[config.mk]
export PLATFORM = sky130hd
export DESIGN_NAME = occ_ctrl
export DESIGN_NICKNAME = d
export VERILOG_FILES = /design/src/hdl/occ_pkg.sv /design/src/hdl/occ_ctrl.sv /design/src/hdl/occ_timer.sv
export VERILOG_INCLUDE_DIRS = /design/src /design/src/hdl
export SDC_FILE = /design/constraint.sdc
export NUM_CORES = 1
export LEC_CHECK = 0
export ABC_AREA = 1
export BUFFER_PORTS_ARGS = -buffer_cell sky130_fd_sc_hd__buf_2
export CORE_UTILIZATION = 35
export DETAILED_ROUTE_END_ITERATION = 6
export GPL_TIMING_DRIVEN = 0
export SETUP_SLACK_MARGIN = 0.15
export SYNTH_ARGS = -nofsm -noshare
export SYNTH_HDL_FRONTEND = slang
export SYNTH_SLANG_ARGS = --single-unit
[constraint.sdc]
create_clock -name clk -period 18.4 [get_ports clk]
set_clock_uncertainty 0.05 [all_clocks]
set_input_delay 3.68 -clock clk [delete_from_list [all_inputs] [get_ports clk]]
set_output_delay 3.68 -clock clk [all_outputs]
set_load 0.02 [all_outputs]
[src/hdl/occ_defs.svh]
// register offsets, field positions, reset values for the output contact service block
`ifndef OCC_DEFS_SVH
`define OCC_DEFS_SVH
// register byte offsets
`define OCC_A_CTRL   8'h00
`define OCC_A_FVAL   8'h04
`define OCC_A_FSEL   8'h08
`define OCC_A_DTIME  8'h0C
`define OCC_A_FTIME  8'h10
`define OCC_A_MAINT  8'h14
`define OCC_A_STAT   8'h18
`define OCC_A_ISTAT  8'h1C
`define OCC_A_IEN    8'h20
`define OCC_A_ICLR   8'h24
`define OCC_A_CMD    8'h28
// control register fields
`define OCC_C_DIS_CTRL 0
`define OCC_C_DIS_CMD  1
`define OCC_C_DIS_TMD  2
`define OCC_C_FRC_CMD  3
`define OCC_C_FRC_TMD  4
`define OCC_C_GRP_FRC  5
`define OCC_C_GRP_VAL  6
`define OCC_C_PHS_SET  7
`define OCC_CTRL_W     8
// maintenance register fields
`define OCC_M_SRC      0
`define OCC_M_MAN      2
// one-shot command fields
`define OCC_K_TRIP     0
`define OCC_K_REBOOT   1
// status register fields
`define OCC_S_MAINT    0
`define OCC_S_DRUN     1
`define OCC_S_FRUN     2
`define OCC_S_PHS      3
`define OCC_S_HEALTHY  4
`define OCC_S_DIS      16
// event bits
`define OCC_E_DEXP     0
`define OCC_E_FEXP     1
`define OCC_E_MCHG     2
`define OCC_E_SREJ     3
`define OCC_E_PHS      4
`define OCC_E_MREJ     5
`define OCC_N_EV       6
// reset values
`define OCC_CTRL_RST   8'h00
`define OCC_TIME_RST   32'h00000000
`define OCC_EV_RST     6'h00
`endif

[src/hdl/occ_pkg.sv]
// types shared by the output contact service block
package occ_pkg;
  // maintenance mode activation source
  typedef enum logic [1:0] {
    OCC_SRC_MANUAL,
    OCC_SRC_COMM,
    OCC_SRC_DI
  } occ_src_e;
  typedef logic [31:0] occ_word_t;
endpackage : occ_pkg

[src/hdl/occ_ctrl.sv]
// service control of relay output contacts, forcing, trip and maintenance mode
// Behaviour
// RL1 - a whole contact group can be disarmed so no switching reaches outputs
// RL2 - zone interlocking output and supervision contact are never disarmed
// RL3 - disarm is permanent or timed; timed disarm ends by itself on expiry
// RL4 - disarm needs unlatched, no hold timer, disarm control active, disarm command
// RL5 - latched or hold-timed contacts stay armed despite a disarm request
// RL6 - force is permanent or timed; timed force ends by itself on expiry
// RL7 - group-wide force wins over single contact force
// RL8 - a disarmed contact ignores any force
// RL9 - forced position applies only when not disarmed and force command given
// RL10 - maintenance from panel, link or input; manual refused from remote tool
// RL11 - maintenance state is kept in non-volatile storage
// RL12 - source change refused while current source activation is asserted
// RL13 - complementary maintenance active and inactive outputs
// RL14 - operator request issues a trip command
// RL15 - status flags phase sequence differing from its setting
// RL16 - operator request causes a full reboot
// RL17 - healthy indicator only after boot with protection running
// RL18 - timed periods count clock ticks down and clear at zero
//
// Design decisions made here: the APB slave port and the register addresses.
`timescale 1ns/1ps
`default_nettype none
`include "occ_defs.svh"
module occ_ctrl
  import occ_pkg::*;
#(
  parameter int unsigned N_CONT   = 8,
  parameter int unsigned ZONE_IDX = 6,
  parameter int unsigned SUPV_IDX = 7
) (
  input  wire logic              clk,
  input  wire logic              reset,
  input  wire logic              psel,
  input  wire logic              penable,
  input  wire logic              pwrite,
  input  wire logic [7:0]        paddr,
  input  wire logic [31:0]       pwdata,
  output logic      [31:0]       prdata,
  output logic                   pready,
  output logic                   pslverr,
  input  wire logic [N_CONT-1:0] logic_in,
  input  wire logic [N_CONT-1:0] latched_in,
  input  wire logic [N_CONT-1:0] hold_in,
  input  wire logic              remote_cfg,
  input  wire logic              maint_comm,
  input  wire logic              maint_di_pin,
  input  wire logic              nv_maint_in,
  input  wire logic              boot_done,
  input  wire logic              prot_running,
  input  wire logic              phase_seq_calc,
  output logic      [N_CONT-1:0] contact_out,
  output logic                   trip_cmd,
  output logic                   reboot_req,
  output logic                   maint_active,
  output logic                   maint_inactive,
  output logic                   nv_maint_out,
  output logic                   nv_maint_we,
  output logic                   phase_mismatch,
  output logic                   healthy_green,
  output logic                   irq
);
  // refuse shapes the logic cannot serve
  if (N_CONT < 1 || N_CONT > 16 || ZONE_IDX >= N_CONT || SUPV_IDX >= N_CONT) begin : g_chk
    $error("occ_ctrl: contact count or exempt index out of range");
  end

  localparam logic [N_CONT-1:0] EXEMPT = (N_CONT'(1) << ZONE_IDX) | (N_CONT'(1) << SUPV_IDX);

  // register decode, used by read and write paths
  function automatic logic occ_mapped(input logic [7:0] a);
    occ_mapped = (a[1:0] == 2'b00) && (a <= `OCC_A_CMD);
  endfunction : occ_mapped

  logic [`OCC_CTRL_W-1:0] ctrl_r;
  logic [N_CONT-1:0]      fval_r;
  logic [N_CONT-1:0]      fsel_r;
  logic [31:0]            dtime_r;
  logic [31:0]            ftime_r;
  occ_src_e               src_r;
  logic                   man_r;
  logic                   maint_r;
  logic                   init_r;
  logic                   di_s1_r;
  logic                   di_s2_r;
  logic [N_CONT-1:0]      dis_r;
  logic [`OCC_N_EV-1:0]   istat_r;
  logic [`OCC_N_EV-1:0]   ien_r;
  logic [`OCC_N_EV-1:0]   ev;
  logic [N_CONT-1:0]      dis_nxt;
  logic [N_CONT-1:0]      out_nxt;
  logic [31:0]            rdata_nxt;
  logic                   wr;
  logic                   wr_ctrl;
  logic                   wr_maint;
  logic                   act_sig;
  logic                   src_change;
  logic                   src_rej;
  logic                   man_rej;
  logic                   d_run;
  logic                   d_exp;
  logic                   f_run;
  logic                   f_exp;
  logic                   mism_nxt;

  // apb handshake, zero wait states
  assign pready   = 1'b1;
  assign pslverr  = psel && penable && !occ_mapped(paddr);
  assign wr       = psel && penable && pwrite && occ_mapped(paddr);
  assign wr_ctrl  = wr && (paddr == `OCC_A_CTRL);
  assign wr_maint = wr && (paddr == `OCC_A_MAINT);

  // control register; hardware ends timed commands on expiry
  always_ff @(posedge clk or posedge reset) begin
    if (reset) begin
      ctrl_r <= `OCC_CTRL_RST;
    end else if (wr_ctrl) begin
      ctrl_r <= pwdata[`OCC_CTRL_W-1:0];
    end else begin
      if (d_exp) ctrl_r[`OCC_C_DIS_CMD] <= 1'b0; // see RL3
      if (f_exp) ctrl_r[`OCC_C_FRC_CMD] <= 1'b0; // see RL6
    end
  end

  // force values, force selection and timed durations
  always_ff @(posedge clk or posedge reset) begin
    if (reset) begin
      fval_r  <= '0;
      fsel_r  <= '0;
      dtime_r <= `OCC_TIME_RST;
      ftime_r <= `OCC_TIME_RST;
    end else if (wr) begin
      if (paddr == `OCC_A_FVAL)  fval_r  <= pwdata[N_CONT-1:0];
      if (paddr == `OCC_A_FSEL)  fsel_r  <= pwdata[N_CONT-1:0];
      if (paddr == `OCC_A_DTIME) dtime_r <= pwdata;
      if (paddr == `OCC_A_FTIME) ftime_r <= pwdata;
    end
  end

  // disarm timer, started by a timed disarm command rising
  occ_timer u_dis_tmr (
    .clk     (clk),
    .reset   (reset),
    .start   (wr_ctrl && pwdata[`OCC_C_DIS_CMD] && pwdata[`OCC_C_DIS_TMD] && !ctrl_r[`OCC_C_DIS_CMD]),
    .stop    (wr_ctrl && !(pwdata[`OCC_C_DIS_CMD] && pwdata[`OCC_C_DIS_TMD])),
    .dur     (dtime_r),
    .running (d_run),
    .expire  (d_exp)
  );

  // force timer, started by a timed force command rising
  occ_timer u_frc_tmr (
    .clk     (clk),
    .reset   (reset),
    .start   (wr_ctrl && pwdata[`OCC_C_FRC_CMD] && pwdata[`OCC_C_FRC_TMD] && !ctrl_r[`OCC_C_FRC_CMD]),
    .stop    (wr_ctrl && !(pwdata[`OCC_C_FRC_CMD] && pwdata[`OCC_C_FRC_TMD])),
    .dur     (ftime_r),
    .running (f_run),
    .expire  (f_exp)
  );

  // per contact disarm and force path
  for (genvar i = 0; i < N_CONT; i++) begin : g_cont
    logic sel;
    logic val;
    assign dis_nxt[i] = ctrl_r[`OCC_C_DIS_CTRL] && ctrl_r[`OCC_C_DIS_CMD] // see RL1, RL4
                        && !latched_in[i] && !hold_in[i]                 // see RL5
                        && !EXEMPT[i];                                    // see RL2
    assign sel = ctrl_r[`OCC_C_GRP_FRC] || fsel_r[i];                    // see RL7
    assign val = ctrl_r[`OCC_C_GRP_FRC] ? ctrl_r[`OCC_C_GRP_VAL] : fval_r[i];
    assign out_nxt[i] = dis_nxt[i] ? 1'b0                                // see RL8
                      : (ctrl_r[`OCC_C_FRC_CMD] && sel) ? val : logic_in[i]; // see RL9
  end

  // registered contact outputs and disarm state
  always_ff @(posedge clk or posedge reset) begin
    if (reset) begin
      dis_r       <= '0;
      contact_out <= '0;
    end else begin
      dis_r       <= dis_nxt;
      contact_out <= out_nxt;
    end
  end

  // digital input synchroniser
  always_ff @(posedge clk or posedge reset) begin
    if (reset) begin
      di_s1_r <= 1'b0;
      di_s2_r <= 1'b0;
    end else begin
      di_s1_r <= maint_di_pin;
      di_s2_r <= di_s1_r;
    end
  end

  // activation signal of the selected source
  always_comb begin
    unique case (src_r)
      OCC_SRC_MANUAL: act_sig = man_r;
      OCC_SRC_COMM:   act_sig = maint_comm;
      OCC_SRC_DI:     act_sig = di_s2_r;
      default:        act_sig = 1'b0;
    endcase
  end

  assign src_change = wr_maint && (pwdata[1:0] != src_r) && (pwdata[1:0] != 2'b11);
  assign src_rej    = src_change && act_sig; // see RL12
  assign man_rej    = wr_maint && remote_cfg && (pwdata[`OCC_M_MAN] != man_r); // see RL10

  // source selection and manual request; restore manual level once after reset
  always_ff @(posedge clk or posedge reset) begin
    if (reset) begin
      src_r <= OCC_SRC_MANUAL;
      man_r <= 1'b0;
    end else if (!init_r) begin
      man_r <= nv_maint_in; // see RL11
    end else if (wr_maint) begin
      if (src_change && !act_sig) src_r <= occ_src_e'(pwdata[1:0]); // see RL12
      if (!remote_cfg) man_r <= pwdata[`OCC_M_MAN]; // see RL10
    end
  end

  // maintenance state, restored from storage then following its source
  always_ff @(posedge clk or posedge reset) begin
    if (reset) begin
      init_r       <= 1'b0;
      maint_r      <= 1'b0;
      nv_maint_out <= 1'b0;
      nv_maint_we  <= 1'b0;
    end else begin
      init_r       <= 1'b1;
      maint_r      <= init_r ? act_sig : nv_maint_in;
      nv_maint_out <= act_sig;
      nv_maint_we  <= init_r && (act_sig != maint_r); // see RL11
    end
  end

  assign maint_active   = maint_r;  // see RL13
  assign maint_inactive = !maint_r; // see RL13

  // phase sequence, health, trip and reboot outputs
  assign mism_nxt = phase_seq_calc != ctrl_r[`OCC_C_PHS_SET];
  always_ff @(posedge clk or posedge reset) begin
    if (reset) begin
      phase_mismatch <= 1'b0;
      healthy_green  <= 1'b0;
      trip_cmd       <= 1'b0;
      reboot_req     <= 1'b0;
    end else begin
      phase_mismatch <= mism_nxt;                    // see RL15
      healthy_green  <= boot_done && prot_running;   // see RL17
      trip_cmd       <= wr && (paddr == `OCC_A_CMD) && pwdata[`OCC_K_TRIP];   // see RL14
      reboot_req     <= wr && (paddr == `OCC_A_CMD) && pwdata[`OCC_K_REBOOT]; // see RL16
    end
  end

  // events into sticky status; a new event wins over a clear
  always_comb begin
    ev = '0;
    ev[`OCC_E_DEXP] = d_exp;
    ev[`OCC_E_FEXP] = f_exp;
    ev[`OCC_E_MCHG] = init_r && (act_sig != maint_r);
    ev[`OCC_E_SREJ] = src_rej;
    ev[`OCC_E_PHS]  = mism_nxt && !phase_mismatch;
    ev[`OCC_E_MREJ] = man_rej;
  end

  always_ff @(posedge clk or posedge reset) begin
    if (reset) begin
      istat_r <= `OCC_EV_RST;
      ien_r   <= `OCC_EV_RST;
    end else begin
      if (wr && paddr == `OCC_A_IEN) ien_r <= pwdata[`OCC_N_EV-1:0];
      istat_r <= (istat_r & ~((wr && paddr == `OCC_A_ICLR) ? pwdata[`OCC_N_EV-1:0] : '0)) | ev;
    end
  end

  assign irq = |(istat_r & ien_r);

  // read mux; clear and command registers read as zero
  always_comb begin
    rdata_nxt = 32'h00000000;
    unique case (paddr)
      `OCC_A_CTRL:  rdata_nxt[`OCC_CTRL_W-1:0] = ctrl_r;
      `OCC_A_FVAL:  rdata_nxt[N_CONT-1:0] = fval_r;
      `OCC_A_FSEL:  rdata_nxt[N_CONT-1:0] = fsel_r;
      `OCC_A_DTIME: rdata_nxt = dtime_r;
      `OCC_A_FTIME: rdata_nxt = ftime_r;
      `OCC_A_MAINT: rdata_nxt[`OCC_M_MAN:0] = {man_r, src_r};
      `OCC_A_STAT: begin
        rdata_nxt[`OCC_S_MAINT]   = maint_r;
        rdata_nxt[`OCC_S_DRUN]    = d_run;
        rdata_nxt[`OCC_S_FRUN]    = f_run;
        rdata_nxt[`OCC_S_PHS]     = phase_mismatch;
        rdata_nxt[`OCC_S_HEALTHY] = healthy_green;
        rdata_nxt[`OCC_S_DIS +: N_CONT] = dis_r;
      end
      `OCC_A_ISTAT: rdata_nxt[`OCC_N_EV-1:0] = istat_r;
      `OCC_A_IEN:   rdata_nxt[`OCC_N_EV-1:0] = ien_r;
      default:      rdata_nxt = 32'h00000000;
    endcase
  end

  // read data captured in the setup cycle
  always_ff @(posedge clk or posedge reset) begin
    if (reset) begin
      prdata <= 32'h00000000;
    end else if (psel && !penable) begin
      prdata <= rdata_nxt;
    end
  end
endmodule : occ_ctrl
`default_nettype wire

[src/hdl/occ_timer.sv]
// countdown timer for timed disarm and timed force
`timescale 1ns/1ps
`default_nettype none
module occ_timer (
  input  wire logic        clk,
  input  wire logic        reset,
  input  wire logic        start,
  input  wire logic        stop,
  input  wire logic [31:0] dur,
  output logic             running,
  output logic             expire
);
  logic [31:0] cnt_r;

  // load on start, count one per tick, expire on reaching zero
  always_ff @(posedge clk or posedge reset) begin
    if (reset) begin
      cnt_r   <= 32'h00000000;
      running <= 1'b0;
      expire  <= 1'b0;
    end else begin
      expire <= 1'b0;
      if (start) begin
        cnt_r   <= dur;
        running <= (dur != 32'h00000000);
        expire  <= (dur == 32'h00000000);
      end else if (stop) begin
        running <= 1'b0;
      end else if (running) begin
        cnt_r <= cnt_r - 32'h00000001; // see RL18
        if (cnt_r == 32'h00000001) begin
          running <= 1'b0;
          expire  <= 1'b1; // see RL18
        end
      end
    end
  end
endmodule : occ_timer
`default_nettype wire
# [Word level (Yosys, flattened, before mapping)]
# Cells that the tools add are included.
[word_totals] reg_bits=227 output_inout_bits=51
[classes] add_sub_neg=2 order_cmp=1 eq_ne=23 muxes=61 bitwise=4 reduce_logical=102
[ops] cell="32-bit two-way mux" count=6
[ops] cell="32-bit by 1-bit equality test with 1-bit output, second input constant" count=2
[ops] cell="32-bit logical NOT" count=2
[ops] cell="32-bit nonzero test" count=2
[ops] cell="32-bit by 1-bit subtractor with 32-bit output, second input constant" count=2
[ops] cell="1-bit logical AND" count=53
[ops] cell="1-bit two-way mux" count=46
[ops] cell="8-bit by 5-bit equality test with 1-bit output, second input constant" count=4
[ops] cell="8-bit one-hot mux with 2 select lines" count=2
[ops] cell="3-bit one-hot mux with 9 select lines" count=1
[ops] cell="8-bit by 6-bit equality test with 1-bit output, second input constant" count=3
[ops] cell="8-bit one-hot mux with 3 select lines" count=1
[ops] cell="1-bit logical NOT" count=21
[ops] cell="8-bit by 4-bit equality test with 1-bit output, second input constant" count=2
[ops] cell="2-bit one-hot mux with 8 select lines" count=1
[ops] cell="2-bit AND reduction" count=7
[ops] cell="6-bit AND" count=2
[ops] cell="2-bit one-hot mux with 5 select lines" count=1
[ops] cell="8-bit by 3-bit equality test with 1-bit output, second input constant" count=1
[ops] cell="8-bit by 6-bit less-or-equal comparator with 1-bit output, second input constant" count=1
[ops] cell="8-bit logical NOT" count=1
[ops] cell="1-bit logical OR" count=8
[ops] cell="2-bit nonzero test" count=4
[ops] cell="1-bit one-hot mux with 7 select lines" count=1
[ops] cell="other kinds (13)" count=19

# [Depth between registers and ports, before layout]
[logic_depth] ltp_word=9 ltp_mapped=12 ltp_nobuf=11

# [Hierarchy]
# A second synthesis with hierarchy kept.
[unflattened] hier_cells=1715 hier_area_um2=12764.7
[by_module_without_submodules] mod="occ_ctrl" n_inst=1 cells_per_inst=884 area_per_inst_um2=7278.2 seq_area_each_um2=3978.8
[by_module_without_submodules] mod="occ_timer (u_frc_tmr)" n_inst=1 cells_per_inst=417 area_per_inst_um2=2751.4 seq_area_each_um2=850.8
[by_module_without_submodules] mod="occ_timer (u_dis_tmr)" n_inst=1 cells_per_inst=414 area_per_inst_um2=2735.1 seq_area_each_um2=850.8

# [Worst setup path after synthesis]
# No wires, ideal clock.
[synth_timing] kind="input to output" start="input paddr[0]" end="output pslverr" arrival_time_ps=4336 setup_slack_ps=10334 path_stages=6 path_buffers=0 cell_sequence="inv_1 > nand2_1 > nor2_2 > nand2_2 > nand2_4 > nor2_1"
[synth_between] elab_chain_len=4 word_cells_on_any_way=5
[synth_rtl] element="start, declared" line_no="occ_ctrl.sv:38" source="input wire logic [7:0] paddr,"
[synth_rtl] element="8-bit by 6-bit less-or-equal comparator with 1-bit output (no line) / 2-bit logical NOT (equally long branches)"
[synth_rtl] element="1-bit logical AND *" line_no="occ_ctrl.sv:73" source="occ_mapped = (a[1:0] == 2'b00) && (a <= `OCC_A_CMD);"
[synth_rtl] element="1-bit logical NOT *" line_no="occ_ctrl.sv:109" source="assign pslverr = psel && penable && !occ_mapped(paddr);"
[synth_rtl] element="1-bit logical AND *" line_no="occ_ctrl.sv:109"
[synth_rtl] element="end, declared" line_no="occ_ctrl.sv:42" source="output logic pslverr,"
# Every way passes the cells marked *; elsewhere a longest branch is shown, timed or not.

# [Final worst setup path]
[layout_timing] start="input paddr[4]" end="output pslverr"
[layout_between] elab_chain_len=4
[layout_rtl] element="8-bit by 6-bit less-or-equal comparator with 1-bit output (no line)"
[layout_rtl] element="1-bit logical AND" line_no="occ_ctrl.sv:73"
[layout_rtl] element="1-bit logical NOT" line_no="occ_ctrl.sv:109"
[layout_rtl] element="1-bit logical AND" line_no="occ_ctrl.sv:109"
# Every way passes these cells.

==> run summary <==
==================================================================================
Power share of the sequential group                                          0.468
EDFF count, synth                                                                0
NumNets Final                                                                 1827
Setup WS post-layout                                                      10.04 ns
Via count of the first global-routing pass                                   11008
Leak pwr                                                                  7.543 nW
Final slew viol count                                                            0
Post-placement setup slack                                                10.03 ns
Highest Signal Layer                                                          met4
Area overhead of the layout relative to synthesis                           16.90%
Met1 layer wirelength in the final routing                                18490 um
Clock root buffer                                                        clkbuf_16
Final worst-path cycle share                                                0.4546
Effective utilization at floorplan                                          0.3546
Min cycle time layout                                                     8.365 ns
Total inserted antenna cells                                                     0
Critical-path top delay cell                                                nor2_2
GRT Residual Overflow                                                            0
Buffers & Inverters on Critical Path                                             3
Warnings from Yosys                                                              0
First-iteration detailed-routing DRC count                                    1025
Wire length of the first global-routing pass                              61250 um
WL/cell                                                                   17.44 um
Setup violation total in the final timing report                                 0
Aggregate negative setup slack                                                0 ns
Final Wtd Congestion                                                         1.008
Number of antenna-violating nets in the routed design                            0
Max Buffers Root-to-Sink                                                         3
Length of routed met2 wiring                                              16690 um
Most used DFF post-synth                                                   dfrtp_1
Hold WC Path Type                                                       reg -> reg
CTS buffer count                                                                26
Distinct cell type count of the synthesized netlist                             44
Power spent charging and discharging nets                                 269.8 uW
Startpoint class of the critical path                                 primary input
X dimension of the die                                                    188.8 um
CP Cell Sequence                                                      buf_2, inv_2, nand2_1, nor2_2, nand2_2, nand2_4, nor2_1, buf_2
Total vias in the final route                                                11440
Hpwl dp                                                                   29290 um
Combinational group share of total power                                     0.057
Clock network latency to the later pin of the worst-skew pair              0.54 ns
Initial antenna violation count                                                  0
Number of standard cells after synthesis                                      1600
Mean instance size in the synthesized netlist                           7.637 um^2
Largest delay share family, worst path                                simple AND/OR/NAND/NOR gates
Hold Slack                                                               0.2973 ns
1st-pass router iterations                                                       5
Critical setup path kind                                                 in -> out
Most frequent cells in the layout                                     491 x nand2_1, 227 x dfrtp_1, 175 x nor2_1
CTS sink count                                                                 227
Number of core rows                                                             68
Cell internal pwr                                                         824.6 uW
Sequential-to-total area share from yosys stat                              0.4649
WL met3                                                                    2571 um
Most frequent cell on the critical path                                      buf_2
Endpoint kind of the worst setup timing path                           output port
Worst endpoint required time                                              14.67 ns
Setup repair after global routing missed its margin                          false
Maximum clock rate                                                       119.5 MHz
Number of synthesized register bits                                            227
Floorplan core area                                                     34460 um^2
Relative max-transition margin                                              0.3503
Final wirelength                                                          38730 um
Peak ir drop on the vdd network                                       0.00006774 V
Proportion of total power due to net switching                              0.2465
Count of buffers from port buffering                                           116
Slew at the pin closest to its max-slew limit                            0.9710 ns
Die area                                                                35660 um^2
Netlist area before placement                                           12220 um^2
Total global-route track usage                                              0.2188
Pwr per Cell Area                                                     76.62 nW/um^2
Biggest fanout along the worst timing path                                       8
TritonCTS clock tree                                                         built
Worst-path clk slew                                                        0.06 ns
Resize count post-CTS                                                            0
Hold-fix buffers at CTS                                                          0
Arrival time at the worst endpoint                                         4.63 ns
Proportion of power drawn by the clock network                               0.476
Count of endpoints failing hold in the final timing report                       0
Remaining DRCs                                                                   0
# IOs                                                                          127
Die height                                                                188.8 um
Maximum number of pins on one net before global-route repair                    91
Number of vias per cell after detailed routing                               5.151
Outcome                                                                  completed
Crit-path max cell delay                                                   0.20 ns
Most common library cell in the layout ignoring fill and taps              nand2_1
Post CTS Setup Buffer Count                                                      0
Async S/R FF share, synth                                                    1.000
Max_cap viols                                                                    0
Share of final-layout standard cells stronger than drive strength 1         0.1484
Number of H-tree levels                                                          1
==================================================================================
==> final cells by class <==
type / count / area [um^2]
clock inverters: 14 / 141.4
fillers: 3617 / 20170
plain buffers: 59 / 366.6
clock buffers: 33 / 706.9
repair buffers: 118 / 635.6
multi-input cells: 1161 / 5598
inverters: 154 / 585.6
flip-flops and latches: 227 / 5680
well taps: 455 / 569.3
==> layer usage <==
layer / vias to the layer above / GRT usage
met5: - / 0
met4: 0 / 0.05614
met3: 64 / 0.02608
met2: 455 / 0.3331
met1: 5507 / 0.3270
li1: 5414 / -
==> kinds of logic (layout without fill, tap and decap cells) <==
| kind of cell | count (synthesis) | in the layout | share of synthesized area |
|---|---|---|---|
| AND/OR/NAND/NOR | 889 | 889 | 0.3234 |
| flip-flops | 227 | 227 | 0.4649 |
| AO/OA/AOI/OAI | 215 | 215 | 0.09349 |
| buffers and inverters | 213 | 378 | 0.07731 |
| XOR/XNOR | 51 | 51 | 0.03656 |
| adder cells (fa/ha/maj) | 4 | 4 | 0.004096 |
| other | 1 | 2 | 0.0003069 |
==> power groups by stage <==
stage / registers [mW] / clock network [mW] / logic [mW]
2_1_floorplan: 0.526 / 0 / 0.0254
3_3_place_gp: 0.521 / 0 / 0.0598
3_5_place_dp: 0.521 / 0 / 0.0622
4_1_cts: 0.512 / 0.530 / 0.0625
5_1_grt: 0.512 / 0.550 / 0.0681
6_report: 0.512 / 0.521 / 0.0619
==> worst register-to-register path, stage by stage, from the launching register on <==
cell and delay, ns:
dfrtp_1 0.39, inv_1 0.10, nand3_1 0.17, nor2_1 0.49
nand3_1 0.31, o21ai_0 0.24, nand2_1 0.07, nand2_1 0.06
nand3_1 0.06
==> cell usage after synthesis (6+ instances only) <==
cell | number | area share
buf_2 | 24 | 0.0098
nand3_1 | 134 | 0.055
o22ai_1 | 9 | 0.0046
buf_4 | 13 | 0.0080
inv_1 | 144 | 0.044
nand2_1 | 491 | 0.15
xor2_1 | 38 | 0.027
nor2_4 | 10 | 0.0092
nand4_1 | 18 | 0.0092
a311oi_1 | 6 | 0.0043
nor2_1 | 175 | 0.054
o21ai_0 | 120 | 0.049
a21oi_1 | 53 | 0.022
xnor2_1 | 13 | 0.0093
o21ai_1 | 14 | 0.0057
nor3_1 | 14 | 0.0057
nand3_2 | 20 | 0.016
inv_2 | 7 | 0.0022
dfrtp_1 | 227 | 0.46
clkbuf_1 | 16 | 0.0049
nor4_1 | 6 | 0.0031
==> sequential cells by signal, summed over array words and instances (netlist names), 2 cells and up <==
register / flops
contact_out: 8
ctrl_r: 8
dis_r: 6
dtime_r: 32
fsel_r: 8
ftime_r: 32
fval_r: 8
ien_r: 6
istat_r: 6
prdata: 32
src_r: 2
u_dis_tmr.cnt_r: 32
u_frc_tmr.cnt_r: 32
==> metrics by stage <==
stage	power, mW	util	instances	area [um^2]
2_1_floorplan	0.5518	-	1601	12220
3_3_place_gp	0.5809	0.3881	2172	13370
3_5_place_dp	0.5829	0.3899	2174	13440
4_1_cts	1.104	0.4145	2221	14280
5_1_grt	1.130	0.4145	2221	14280
6_report	1.094	0.4145	2221	14280
==> worst paths after layout <==
check	cells past startpoint	start	end	slack [ns]
max	8	paddr[4]	pslverr	10.04
min	0	di_s1_r$_DFF_PP0_	di_s2_r$_DFF_PP0_	0.30
max reg2reg	8	u_dis_tmr.cnt_r[0]$_DFFE_PP0P_	u_dis_tmr.cnt_r[27]$_DFFE_PP0P_	16.34
min reg2reg	0	di_s1_r$_DFF_PP0_	di_s2_r$_DFF_PP0_	0.30
max in group asynchronous	4	reset	u_dis_tmr.cnt_r[30]$_DFFE_PP0P_	13.99
min in group asynchronous	2	reset	nv_maint_out$_DFF_PP0_	3.11
Note: power is estimated with default switching activity, not from simulation.
